### src/verilog/rsdte_pkg.sv
// package: constants and carrier types for the terminal-side serial port
package rsdte_pkg;
    localparam int unsigned CLK_HZ = 250_000_000;
    // baud settings, index 0..5 = 300,600,1200,2400,4800,9600
    localparam int unsigned BAUD_300 = 300;
    localparam int unsigned BAUD_600 = 600;
    localparam int unsigned BAUD_1200 = 1200;
    localparam int unsigned BAUD_2400 = 2400;
    localparam int unsigned BAUD_4800 = 4800;
    localparam int unsigned BAUD_9600 = 9600;
    localparam int unsigned OVERSAMPLE = 16;
    localparam int DIV_W = 16;
    // cycles per sixteenth of a bit, rounded down
    localparam logic [DIV_W-1:0] DIV_300 = DIV_W'(CLK_HZ / (BAUD_300 * OVERSAMPLE));
    localparam logic [DIV_W-1:0] DIV_600 = DIV_W'(CLK_HZ / (BAUD_600 * OVERSAMPLE));
    localparam logic [DIV_W-1:0] DIV_1200 = DIV_W'(CLK_HZ / (BAUD_1200 * OVERSAMPLE));
    localparam logic [DIV_W-1:0] DIV_2400 = DIV_W'(CLK_HZ / (BAUD_2400 * OVERSAMPLE));
    localparam logic [DIV_W-1:0] DIV_4800 = DIV_W'(CLK_HZ / (BAUD_4800 * OVERSAMPLE));
    localparam logic [DIV_W-1:0] DIV_9600 = DIV_W'(CLK_HZ / (BAUD_9600 * OVERSAMPLE));

    typedef enum logic [2:0] {
        RSDTE_B300 = 3'h0,
        RSDTE_B600 = 3'h1,
        RSDTE_B1200 = 3'h2,
        RSDTE_B2400 = 3'h3,
        RSDTE_B4800 = 3'h4,
        RSDTE_B9600 = 3'h5
    } rsdte_baud_t;

    typedef enum logic [1:0] {
        RSDTE_PAR_NONE = 2'h0,
        RSDTE_PAR_EVEN = 2'h1,
        RSDTE_PAR_ODD = 2'h2
    } rsdte_parity_t;

    localparam rsdte_baud_t BAUD_RESET = RSDTE_B9600;
    localparam rsdte_parity_t PARITY_RESET = RSDTE_PAR_EVEN;

    localparam int unsigned DATA_BITS_PAR = 7;
    localparam int unsigned DATA_BITS_NOPAR = 8;
    localparam int unsigned STOP_BITS = 2;
    localparam logic [3:0] TICK_MID = 4'h7;
    localparam logic [3:0] TICK_LAST = 4'hf;
    localparam logic [3:0] BITS_W7 = 4'h7;
    localparam logic [3:0] BITS_W8 = 4'h8;
    localparam logic [3:0] BITS_ZERO = 4'h0;
    localparam logic [1:0] STOPS_LAST = 2'h1;
    localparam logic [DIV_W-1:0] DIV_ONE = 16'h0001;
    localparam logic [DIV_W-1:0] DIV_ZERO = 16'h0000;

    // receive buffer fill level at which hold-off is raised
    localparam int LVL_W = 8;
    localparam logic [LVL_W-1:0] RX_FULL_LEVEL = 8'h64;

    localparam logic MARK = 1'b1;
    localparam logic SPACE = 1'b0;

    typedef struct packed {
        rsdte_baud_t baud;
        rsdte_parity_t parity;
    } rsdte_cfg_t;

    typedef struct packed {
        logic valid;
        logic [7:0] data;
    } rsdte_char_t;

    typedef struct packed {
        logic valid;
        logic [7:0] data;
        logic parity_err;
        logic frame_err;
    } rsdte_rx_t;

    typedef enum logic [1:0] {
        RSDTE_IDLE = 2'h0,
        RSDTE_START = 2'h1,
        RSDTE_DATA = 2'h2,
        RSDTE_STOP = 2'h3
    } rsdte_state_t;

    typedef enum logic [2:0] {
        RSDTE_T_IDLE = 3'h0,
        RSDTE_T_START = 3'h1,
        RSDTE_T_DATA = 3'h2,
        RSDTE_T_PAR = 3'h3,
        RSDTE_T_STOP = 3'h4
    } rsdte_tstate_t;
endpackage

### src/verilog/rsdte_port.sv
// top: terminal-side serial port with baud divider, transmitter and hold-off
`timescale 1ns/1ps
// How it works
// - six baud settings 300 to 9600, both ends must match
// - after reset: 9600 baud, even parity, seven data bits
// - with parity: start, seven data, parity bit, two stops
// - no parity: start, eight data, two stops; only with eight bits
// - exactly one start bit per frame, fixed
// - exactly two stop bits per frame, fixed
// - frame spans start through last stop; only baud and parity selectable, width follows parity
// - acts as terminal: drives hold-off out, watches partner ready in
// - hold-off raised when receive buffer holds about 100 characters
// - hold-off raised after query and newline until response fully sent
// - partner ready sampled before each character; sending waits while low
module rsdte_port #(
    parameter int unsigned CLK_HZ = rsdte_pkg::CLK_HZ // core clock rate, sets every divider
) (
    input wire logic clk,
    input wire logic reset,
    input wire rsdte_pkg::rsdte_cfg_t cfg_in,
    input wire logic cfg_load,
    input wire rsdte_pkg::rsdte_char_t tx_in,
    output logic tx_ready,
    output logic txd,
    input wire logic rxd,
    output rsdte_pkg::rsdte_rx_t rx_out,
    input wire logic [7:0] rx_level,
    input wire logic query_pending,
    input wire logic response_done,
    input wire logic dsr,
    output logic dtr
);
    typedef struct packed {
        rsdte_pkg::rsdte_cfg_t cfg;
        logic [15:0] div;
        logic tick;
        rsdte_pkg::rsdte_tstate_t tst;
        logic [3:0] ticks;
        logic [3:0] bits;
        logic [1:0] stops;
        logic [7:0] sh;
        logic par;
        logic tx_ready;
        logic txd;
        logic talk_hold;
        logic dtr;
        rsdte_pkg::rsdte_rx_t rx_out;
    } rsdte_top_t;

    rsdte_top_t s;
    rsdte_top_t next_s;
    rsdte_pkg::rsdte_rx_t rx_w;
    logic [15:0] div_end;
    logic [3:0] nbits;
    logic par_on;

    // dividers follow the clock rate, so a slower clock keeps the same baud set
    localparam logic [15:0] D300 = 16'(CLK_HZ / (rsdte_pkg::BAUD_300 * rsdte_pkg::OVERSAMPLE));
    localparam logic [15:0] D600 = 16'(CLK_HZ / (rsdte_pkg::BAUD_600 * rsdte_pkg::OVERSAMPLE));
    localparam logic [15:0] D1200 = 16'(CLK_HZ / (rsdte_pkg::BAUD_1200 * rsdte_pkg::OVERSAMPLE));
    localparam logic [15:0] D2400 = 16'(CLK_HZ / (rsdte_pkg::BAUD_2400 * rsdte_pkg::OVERSAMPLE));
    localparam logic [15:0] D4800 = 16'(CLK_HZ / (rsdte_pkg::BAUD_4800 * rsdte_pkg::OVERSAMPLE));
    localparam logic [15:0] D9600 = 16'(CLK_HZ / (rsdte_pkg::BAUD_9600 * rsdte_pkg::OVERSAMPLE));

    // divider reload per baud choice
    always_comb begin
        case (s.cfg.baud)
            rsdte_pkg::RSDTE_B300: div_end = D300;
            rsdte_pkg::RSDTE_B600: div_end = D600;
            rsdte_pkg::RSDTE_B1200: div_end = D1200;
            rsdte_pkg::RSDTE_B2400: div_end = D2400;
            rsdte_pkg::RSDTE_B4800: div_end = D4800;
            default: div_end = D9600;
        endcase
    end

    assign par_on = (s.cfg.parity != rsdte_pkg::RSDTE_PAR_NONE);
    assign nbits = par_on ? rsdte_pkg::BITS_W7 : rsdte_pkg::BITS_W8;

    always_comb begin
        next_s = s;
        next_s.rx_out = rx_w;
        // config only changes between transmit frames; a frame being received can still be torn
        if (cfg_load && s.tst == rsdte_pkg::RSDTE_T_IDLE && !tx_in.valid) begin
            next_s.cfg = cfg_in;
            if (cfg_in.parity != rsdte_pkg::RSDTE_PAR_NONE
                && cfg_in.parity != rsdte_pkg::RSDTE_PAR_EVEN
                && cfg_in.parity != rsdte_pkg::RSDTE_PAR_ODD) begin
                next_s.cfg.parity = rsdte_pkg::PARITY_RESET;
            end
            if (cfg_in.baud > rsdte_pkg::RSDTE_B9600) begin
                next_s.cfg.baud = rsdte_pkg::BAUD_RESET;
            end
        end
        // sixteen-times oversample tick
        next_s.tick = 1'b0;
        if (s.div >= div_end - rsdte_pkg::DIV_ONE) begin
            next_s.div = rsdte_pkg::DIV_ZERO;
            next_s.tick = 1'b1;
        end else begin
            next_s.div = s.div + rsdte_pkg::DIV_ONE;
        end
        // talk hold: set on query with newline, cleared when response out
        if (query_pending) begin
            next_s.talk_hold = 1'b1;
        end else if (response_done) begin
            next_s.talk_hold = 1'b0;
        end
        next_s.dtr = !(s.talk_hold || query_pending)
                     && (rx_level < rsdte_pkg::RX_FULL_LEVEL);
        next_s.tx_ready = 1'b0;
        if (s.tick) begin
            next_s.ticks = s.ticks + 4'h1;
        end
        // transmitter walk
        case (s.tst)
            rsdte_pkg::RSDTE_T_IDLE: begin
                next_s.txd = rsdte_pkg::MARK;
                if (tx_in.valid && dsr && !s.tx_ready) begin
                    next_s.tx_ready = 1'b1;
                    next_s.sh = tx_in.data;
                    next_s.par = (s.cfg.parity == rsdte_pkg::RSDTE_PAR_ODD);
                    next_s.tst = rsdte_pkg::RSDTE_T_START;
                    next_s.ticks = rsdte_pkg::BITS_ZERO;
                    next_s.txd = rsdte_pkg::SPACE;
                end
            end
            rsdte_pkg::RSDTE_T_START: begin
                if (s.tick && s.ticks == rsdte_pkg::TICK_LAST) begin
                    next_s.tst = rsdte_pkg::RSDTE_T_DATA;
                    next_s.bits = rsdte_pkg::BITS_ZERO;
                    next_s.txd = s.sh[0];
                end
            end
            rsdte_pkg::RSDTE_T_DATA: begin
                if (s.tick && s.ticks == rsdte_pkg::TICK_LAST) begin
                    next_s.par = s.par ^ s.sh[0];
                    next_s.sh = {1'b0, s.sh[7:1]};
                    next_s.bits = s.bits + 4'h1;
                    if (s.bits + 4'h1 == nbits) begin
                        if (par_on) begin
                            next_s.tst = rsdte_pkg::RSDTE_T_PAR;
                            next_s.txd = s.par ^ s.sh[0];
                        end else begin
                            next_s.tst = rsdte_pkg::RSDTE_T_STOP;
                            next_s.stops = 2'h0;
                            next_s.txd = rsdte_pkg::MARK;
                        end
                    end else begin
                        next_s.txd = s.sh[1];
                    end
                end
            end
            rsdte_pkg::RSDTE_T_PAR: begin
                if (s.tick && s.ticks == rsdte_pkg::TICK_LAST) begin
                    next_s.tst = rsdte_pkg::RSDTE_T_STOP;
                    next_s.stops = 2'h0;
                    next_s.txd = rsdte_pkg::MARK;
                end
            end
            rsdte_pkg::RSDTE_T_STOP: begin
                if (s.tick && s.ticks == rsdte_pkg::TICK_LAST) begin
                    next_s.stops = s.stops + 2'h1;
                    if (s.stops == rsdte_pkg::STOPS_LAST) begin
                        next_s.tst = rsdte_pkg::RSDTE_T_IDLE;
                    end
                end
            end
            default: begin
                next_s.tst = rsdte_pkg::RSDTE_T_IDLE;
            end
        endcase
        // received chars are dropped while hold-off is raised
        next_s.rx_out.valid = rx_w.valid && s.dtr;
    end

    // reset gives the factory setting
    always_ff @(posedge clk or posedge reset) begin
        if (reset) begin
            s <= '0;
            s.cfg.baud <= rsdte_pkg::BAUD_RESET;
            s.cfg.parity <= rsdte_pkg::PARITY_RESET;
            s.txd <= rsdte_pkg::MARK;
            s.dtr <= 1'b0;
        end else begin
            s <= next_s;
        end
    end

    rsdte_rx u_rx (
        .clk(clk),
        .reset(reset),
        .tick(s.tick),
        .cfg(s.cfg),
        .rxd(rxd),
        .rx(rx_w)
    );

    assign tx_ready = s.tx_ready;
    assign txd = s.txd;
    assign dtr = s.dtr;
    assign rx_out = s.rx_out;
endmodule

### src/verilog/rsdte_rx.sv
// receiver: samples the line at sixteen ticks per bit and rebuilds characters
`timescale 1ns/1ps
module rsdte_rx (
    input wire logic clk,
    input wire logic reset,
    input wire logic tick,
    input wire rsdte_pkg::rsdte_cfg_t cfg,
    input wire logic rxd,
    output rsdte_pkg::rsdte_rx_t rx
);
    typedef struct packed {
        rsdte_pkg::rsdte_state_t st;
        logic [3:0] ticks;
        logic [3:0] bits;
        logic [1:0] stops;
        logic [7:0] shreg;
        logic par_acc;
        logic par_bit;
        logic ferr;
        rsdte_pkg::rsdte_rx_t out;
    } rsdte_rxs_t;

    rsdte_rxs_t s;
    rsdte_rxs_t next_s;
    logic [3:0] nbits;

    // data width follows parity choice
    assign nbits = (cfg.parity == rsdte_pkg::RSDTE_PAR_NONE) ? rsdte_pkg::BITS_W8
                                                              : rsdte_pkg::BITS_W7;

    // frame walk: start, data lsb first, optional parity, two stops
    always_comb begin
        next_s = s;
        next_s.out.valid = 1'b0;
        if (tick) begin
            next_s.ticks = s.ticks + 4'h1;
            case (s.st)
                rsdte_pkg::RSDTE_IDLE: begin
                    next_s.ticks = rsdte_pkg::BITS_ZERO;
                    if (rxd == rsdte_pkg::SPACE) begin
                        next_s.st = rsdte_pkg::RSDTE_START;
                    end
                end
                rsdte_pkg::RSDTE_START: begin
                    // a glitch shorter than half a bit is dropped
                    if (s.ticks == rsdte_pkg::TICK_MID) begin
                        next_s.ticks = rsdte_pkg::BITS_ZERO;
                        next_s.bits = rsdte_pkg::BITS_ZERO;
                        next_s.shreg = 8'h00;
                        next_s.par_acc = 1'b0;
                        next_s.ferr = 1'b0;
                        next_s.st = (rxd == rsdte_pkg::SPACE) ? rsdte_pkg::RSDTE_DATA
                                                              : rsdte_pkg::RSDTE_IDLE;
                    end
                end
                rsdte_pkg::RSDTE_DATA: begin
                    if (s.ticks == rsdte_pkg::TICK_LAST) begin
                        // mid-bit sample, parity taken as extra bit after data
                        if (s.bits == nbits) begin
                            next_s.par_bit = rxd;
                            next_s.st = rsdte_pkg::RSDTE_STOP;
                            next_s.stops = 2'h0;
                        end else begin
                            next_s.shreg = {rxd, s.shreg[7:1]};
                            next_s.par_acc = s.par_acc ^ rxd;
                            next_s.bits = s.bits + 4'h1;
                            if (s.bits + 4'h1 == nbits
                                && cfg.parity == rsdte_pkg::RSDTE_PAR_NONE) begin
                                next_s.st = rsdte_pkg::RSDTE_STOP;
                                next_s.stops = 2'h0;
                            end
                        end
                    end
                end
                rsdte_pkg::RSDTE_STOP: begin
                    if (s.ticks == rsdte_pkg::TICK_LAST) begin
                        next_s.stops = s.stops + 2'h1;
                        if (rxd == rsdte_pkg::SPACE) begin
                            next_s.ferr = 1'b1;
                        end
                        if (s.stops == rsdte_pkg::STOPS_LAST) begin
                            next_s.st = rsdte_pkg::RSDTE_IDLE;
                            next_s.out.valid = 1'b1;
                            next_s.out.data = (nbits == rsdte_pkg::BITS_W7)
                                ? {1'b0, s.shreg[7:1]} : s.shreg;
                            next_s.out.frame_err = s.ferr | (rxd == rsdte_pkg::SPACE);
                            next_s.out.parity_err =
                                (cfg.parity == rsdte_pkg::RSDTE_PAR_EVEN
                                 && (s.par_acc ^ s.par_bit))
                                || (cfg.parity == rsdte_pkg::RSDTE_PAR_ODD
                                 && !(s.par_acc ^ s.par_bit));
                        end
                    end
                end
                default: begin
                    next_s.st = rsdte_pkg::RSDTE_IDLE;
                end
            endcase
        end
    end

    always_ff @(posedge clk or posedge reset) begin
        if (reset) begin
            s <= '0;
        end else begin
            s <= next_s;
        end
    end

    assign rx = s.out;
endmodule

### config.mk
export PLATFORM = sky130hd
export DESIGN_NAME = rsdte_port
export DESIGN_NICKNAME = d
export VERILOG_FILES = /design/src/verilog/rsdte_pkg.sv /design/src/verilog/rsdte_port.sv /design/src/verilog/rsdte_rx.sv
export SDC_FILE = /design/constraint.sdc
export NUM_CORES = 1
export LEC_CHECK = 0
export ABC_AREA = 1
export BUFFER_PORTS_ARGS = -buffer_cell sky130_fd_sc_hd__buf_2
export CAP_MARGIN = 20
export CORE_ASPECT_RATIO = 0.75
export CORE_MARGIN = 3
export CORE_UTILIZATION = 60
export DETAILED_ROUTE_END_ITERATION = 10
export PLACE_DENSITY_LB_ADDON = 0.05
export SYNTH_ARGS = -nofsm -noshare
export SYNTH_HDL_FRONTEND = slang
export SYNTH_SLANG_ARGS = --single-unit
### constraint.sdc
create_clock -name clk -period 3.78 [get_ports clk]
set_clock_uncertainty 0.1 [all_clocks]
set_input_delay 0.756 -clock clk [delete_from_list [all_inputs] [get_ports clk]]
set_output_delay 0.756 -clock clk [all_outputs]
set_load 0.03 [all_outputs]
==> results.txt <==
The run finished with clean final reports. Total die area: 0.00964 mm². Synthesis produced a netlist whose cell count is 615. Yosys instantiated no cell more often than sky130_fd_sc_hd__nand2_1. The run gives 0 as the final count of pins violating max slew. The pin slew with the least headroom to its limit works out to 0.592 ns.

The highest attainable clock frequency came out at 0.346 GHz. In the routed design, unresolved DRC markers number 0. Post-CTS timing repair inserted 0 buffers for setup. TritonCTS built the clock tree.

The proportion of synthesized chip area in sequential cells was 0.458; the clock network latency to the later pin of the worst-skew pair was 0.34 ns. The number of global-route vias before repair is 3901. The routed layout has 4069 vias.

For this run, the leading register cell type out of synthesis is sky130_fd_sc_hd__dfrtp_1. The worst path in the final design needs a cycle of 2.89 ns, including I/O delays and setup. The initial standard-cell utilization of the core was 0.632. The reported max-cap violation count was 0; the count of distinct cell types in the synthesized netlist was 42. The die boundary width came out at 112 µm.

The run gives 0 as the antenna violation net count after detailed routing. Row generation in the floorplan step produced 28 rows. For the leakage power total, the log shows 2.89 nW. Entering global routing, the biggest net connects 94 pins. Of all cell types, the one taking the most synthesized area is sky130_fd_sc_hd__dfrtp_1. The count of boundary I/O pins is 43. The overall die height was 85.8 µm; the first-pass GRT wire length was 17700 µm.

The tools report the endpoint of the worst-slack reg-to-reg timing path as s[53]$_DFF_PP0_. The depth of the worst hold-timing path is 0, and the area of the core region is 0.00806 mm². Setup total negative slack on the finished layout was measured at 0 ns.

Cell at the root of the clock tree: sky130_fd_sc_hd__clkbuf_16. After detailed routing, the total wire length is 9840 µm. The share of flip-flops with an asynchronous set or reset was 1.00; the instance area after placement was 0.00529 mm². The weighted congestion reported at the end of routability-driven placement is 0.877, and the number of buffers between clock root and the deepest sink is 2. The worst hold path begins at u_rx.rx[5]$_DFFE_PP0P_. The number of cells on the worst reg-to-reg path is 16.

The total number of clock tree sinks was 93. The tools report the starting DRC count in detailed routing as 361. The remaining global-route overflow was 0; the setup slack on the worst flop-to-flop path was 0.89 ns. The CTS clock-pin slew for the worst setup and hold paths is 0.06 ns, and the detailed-routing iteration count for the pre-antenna-repair pass is 5. Data on the critical path arrives at its endpoint at 3.04 ns. The required time at the worst-slack endpoint was 3.93 ns; the count of final setup violators was 0. The worst-case IR drop observed on VDD is 0.366 mV.

The synthesis-stage register bit count was 93. Timing analysis after detailed placement gives a worst setup slack of 0.938 ns. Setup repair after global routing left no endpoint under its margin. The net total in the final layout was 699.

The worst slew margin relative to its limit is 0.605. Summed over all nets, the half-perimeter wirelength after detailed placement is 7160 µm. The final worst slack came out at 0.891 ns.

STA classifies the critical path startpoint as a register. The number of enable flip-flop cells after synthesis was 0. The largest fanout on the critical path is 17. The critical path is of the reg2reg type. The count of buffers added on input and output ports is 40. The tools report the start of the worst register-to-register path as s[57]$_DFFE_PP0P_. Counting the fill cells in the layout gives 665. The top-area cell type share of the netlist area came out at 0.437.

Ranked by total cell area, the synthesized netlist is headed by sky130_fd_sc_hd__dfrtp_1 (44%), sky130_fd_sc_hd__nand2_1 (11%), sky130_fd_sc_hd__ha_1 (5.9%). The path with the worst hold slack has its endpoint at rx_out[5]$_DFF_PP0_. The mapped netlist covers 0.00509 mm². A synthesized cell averages 8.28 µm². Share of final-layout standard cells stronger than drive strength 1: 0.154. The number of nets handed over by synthesis was 668.

The number of gates resized after CTS was 0. Dividing the detail-routed via count by the number of cells gives 5.38. Dividing the detail-routed wire length by the instance count gives 13.0 µm. In this run, CTS created clock tree buffers numbering 9. The final worst-path cycle share is 0.764, and the number of warnings printed during yosys synthesis is 0.

Hold violation total from the final report: 0. Signed area change from the synthesized netlist to the final layout: 9.95%. For this design the ratio of total power to cell area is 350 mW/mm². The worst hold slack was 0.276 ns. The run gives 0 as the antenna diode instance count. Ranked by instance count, the synthesized netlist is headed by sky130_fd_sc_hd__nand2_1 (149), sky130_fd_sc_hd__dfrtp_1 (89), sky130_fd_sc_hd__nor2_1 (72), sky130_fd_sc_hd__inv_1 (59), sky130_fd_sc_hd__a21oi_1 (30). The final instance area is 0.00560 mm².

The H-tree depth reported by CTS is 3. STA classifies the critical path endpoint as a register. The run gives 0 as the post-cts hold buffer count. Initial antenna violation count: 0. The path category of the worst min-delay check was reg2reg. For the total routing resource utilization after global routing, the log shows 0.225.
==> layout by cell type, fill, tap and decap left out, types with 14 or more instances in the layout <==
cell,Yosys,final
sky130_fd_sc_hd__a21oi_1,30,30
sky130_fd_sc_hd__nand2_1,149,149
sky130_fd_sc_hd__inv_1,59,58
sky130_fd_sc_hd__nand3_1,27,27
sky130_fd_sc_hd__o21ai_0,19,19
sky130_fd_sc_hd__buf_2,4,40
sky130_fd_sc_hd__dfrtp_1,89,89
sky130_fd_sc_hd__nor3_1,14,14
sky130_fd_sc_hd__nor2_1,72,72
sky130_fd_sc_hd__ha_1,24,24
==> worst max-delay path: stages, from the launching register on <==
cell	delay (ns)
sky130_fd_sc_hd__dfrtp_1	0.37
sky130_fd_sc_hd__inv_1	0.06
sky130_fd_sc_hd__nor2_1	0.23
sky130_fd_sc_hd__inv_1	0.13
sky130_fd_sc_hd__nor2_1	0.16
sky130_fd_sc_hd__nor2_1	0.08
sky130_fd_sc_hd__nand2_1	0.10
sky130_fd_sc_hd__inv_1	0.06
sky130_fd_sc_hd__ha_1	0.20
sky130_fd_sc_hd__a31o_2	0.25
sky130_fd_sc_hd__ha_1	0.18
sky130_fd_sc_hd__a21oi_1	0.16
sky130_fd_sc_hd__o21a_1	0.13
sky130_fd_sc_hd__nand2_1	0.05
sky130_fd_sc_hd__nand2_1	0.06
sky130_fd_sc_hd__nand3_2	0.27
sky130_fd_sc_hd__nor2_1	0.22
==> layout make-up <==
| cell class | instances | area (µm²) | share of cell area |
|---|---|---|---|
| clock buffer | 12 | 256 | 0.0458 |
| timing repair buffer | 41 | 220 | 0.0393 |
| multi-input combinational | 432 | 2340 | 0.418 |
| sequential | 93 | 2330 | 0.416 |
| inverter | 69 | 265 | 0.0474 |
| tap | 105 | 131 | 0.0235 |
| clock inverter | 4 | 56.3 | 0.0101 |
==> report_power, final <==
part	internal [mW]	switching, mW
Combinational	0.0151	0.0297
Clock	0.552	0.369
Sequential	0.996	0.000298
==> per-stage QoR <==
step / util / power [mW] / instances
2_1_floorplan: - / 1.04 / 615
3_3_place_gp: 0.656 / 1.06 / 740
3_5_place_dp: 0.656 / 1.06 / 740
4_1_cts: 0.695 / 1.98 / 756
5_1_grt: 0.695 / 2.03 / 756
6_report: 0.695 / 1.96 / 756
==> worst max path at each step <==
| stage | startpoint | end | slack, ns | cells past startpoint |
|---|---|---|---|---|
| after floorplan | reset | async pin | 0.51 | 1 |
| after global placement | s[57]$_DFFE_PP0P_ | s[50]$_DFF_PP0_ | 1.05 | 17 |
| after detailed placement | s[57]$_DFFE_PP0P_ | s[43]$_DFF_PP0_ | 0.94 | 16 |
| after CTS | s[57]$_DFFE_PP0P_ | s[43]$_DFF_PP0_ | 0.92 | 16 |
| after global routing | s[57]$_DFFE_PP0P_ | s[46]$_DFF_PP0_ | 0.59 | 16 |
| final | s[57]$_DFFE_PP0P_ | s[53]$_DFF_PP0_ | 0.89 | 16 |
==> sequential cells by signal, summed over array words and instances, names as in the netlist, named ones only <==
name and cells:
tx_ready 1, dtr 1, txd 1, u_rx.s 22, s 45, rx_out 11
u_rx.rx 11
==> metal layers <==
metal | part of all wire | track usage | up-vias
met3 | 0.053 | 0.0536 | 15
met4 | 0.017 | 0.0633 | 0
li1 | - | - | 2054
met1 | 0.49 | 0.324 | 1893
met2 | 0.44 | 0.342 | 107
met5 | 0 | 0 | -
==> cells by family (layout without fill, tap and decap cells) <==
group	after synthesis	after routing	synth area share
AOI/OAI and AO/OA	81	81	0.0931
xor gates and xnor gates	19	19	0.0327
adders and majority gates	24	24	0.0589
buffers and inverters	90	126	0.0830
DFF	93	93	0.458
and+or+nand+nor	308	308	0.275
Power figures use the tool's default switching activity.
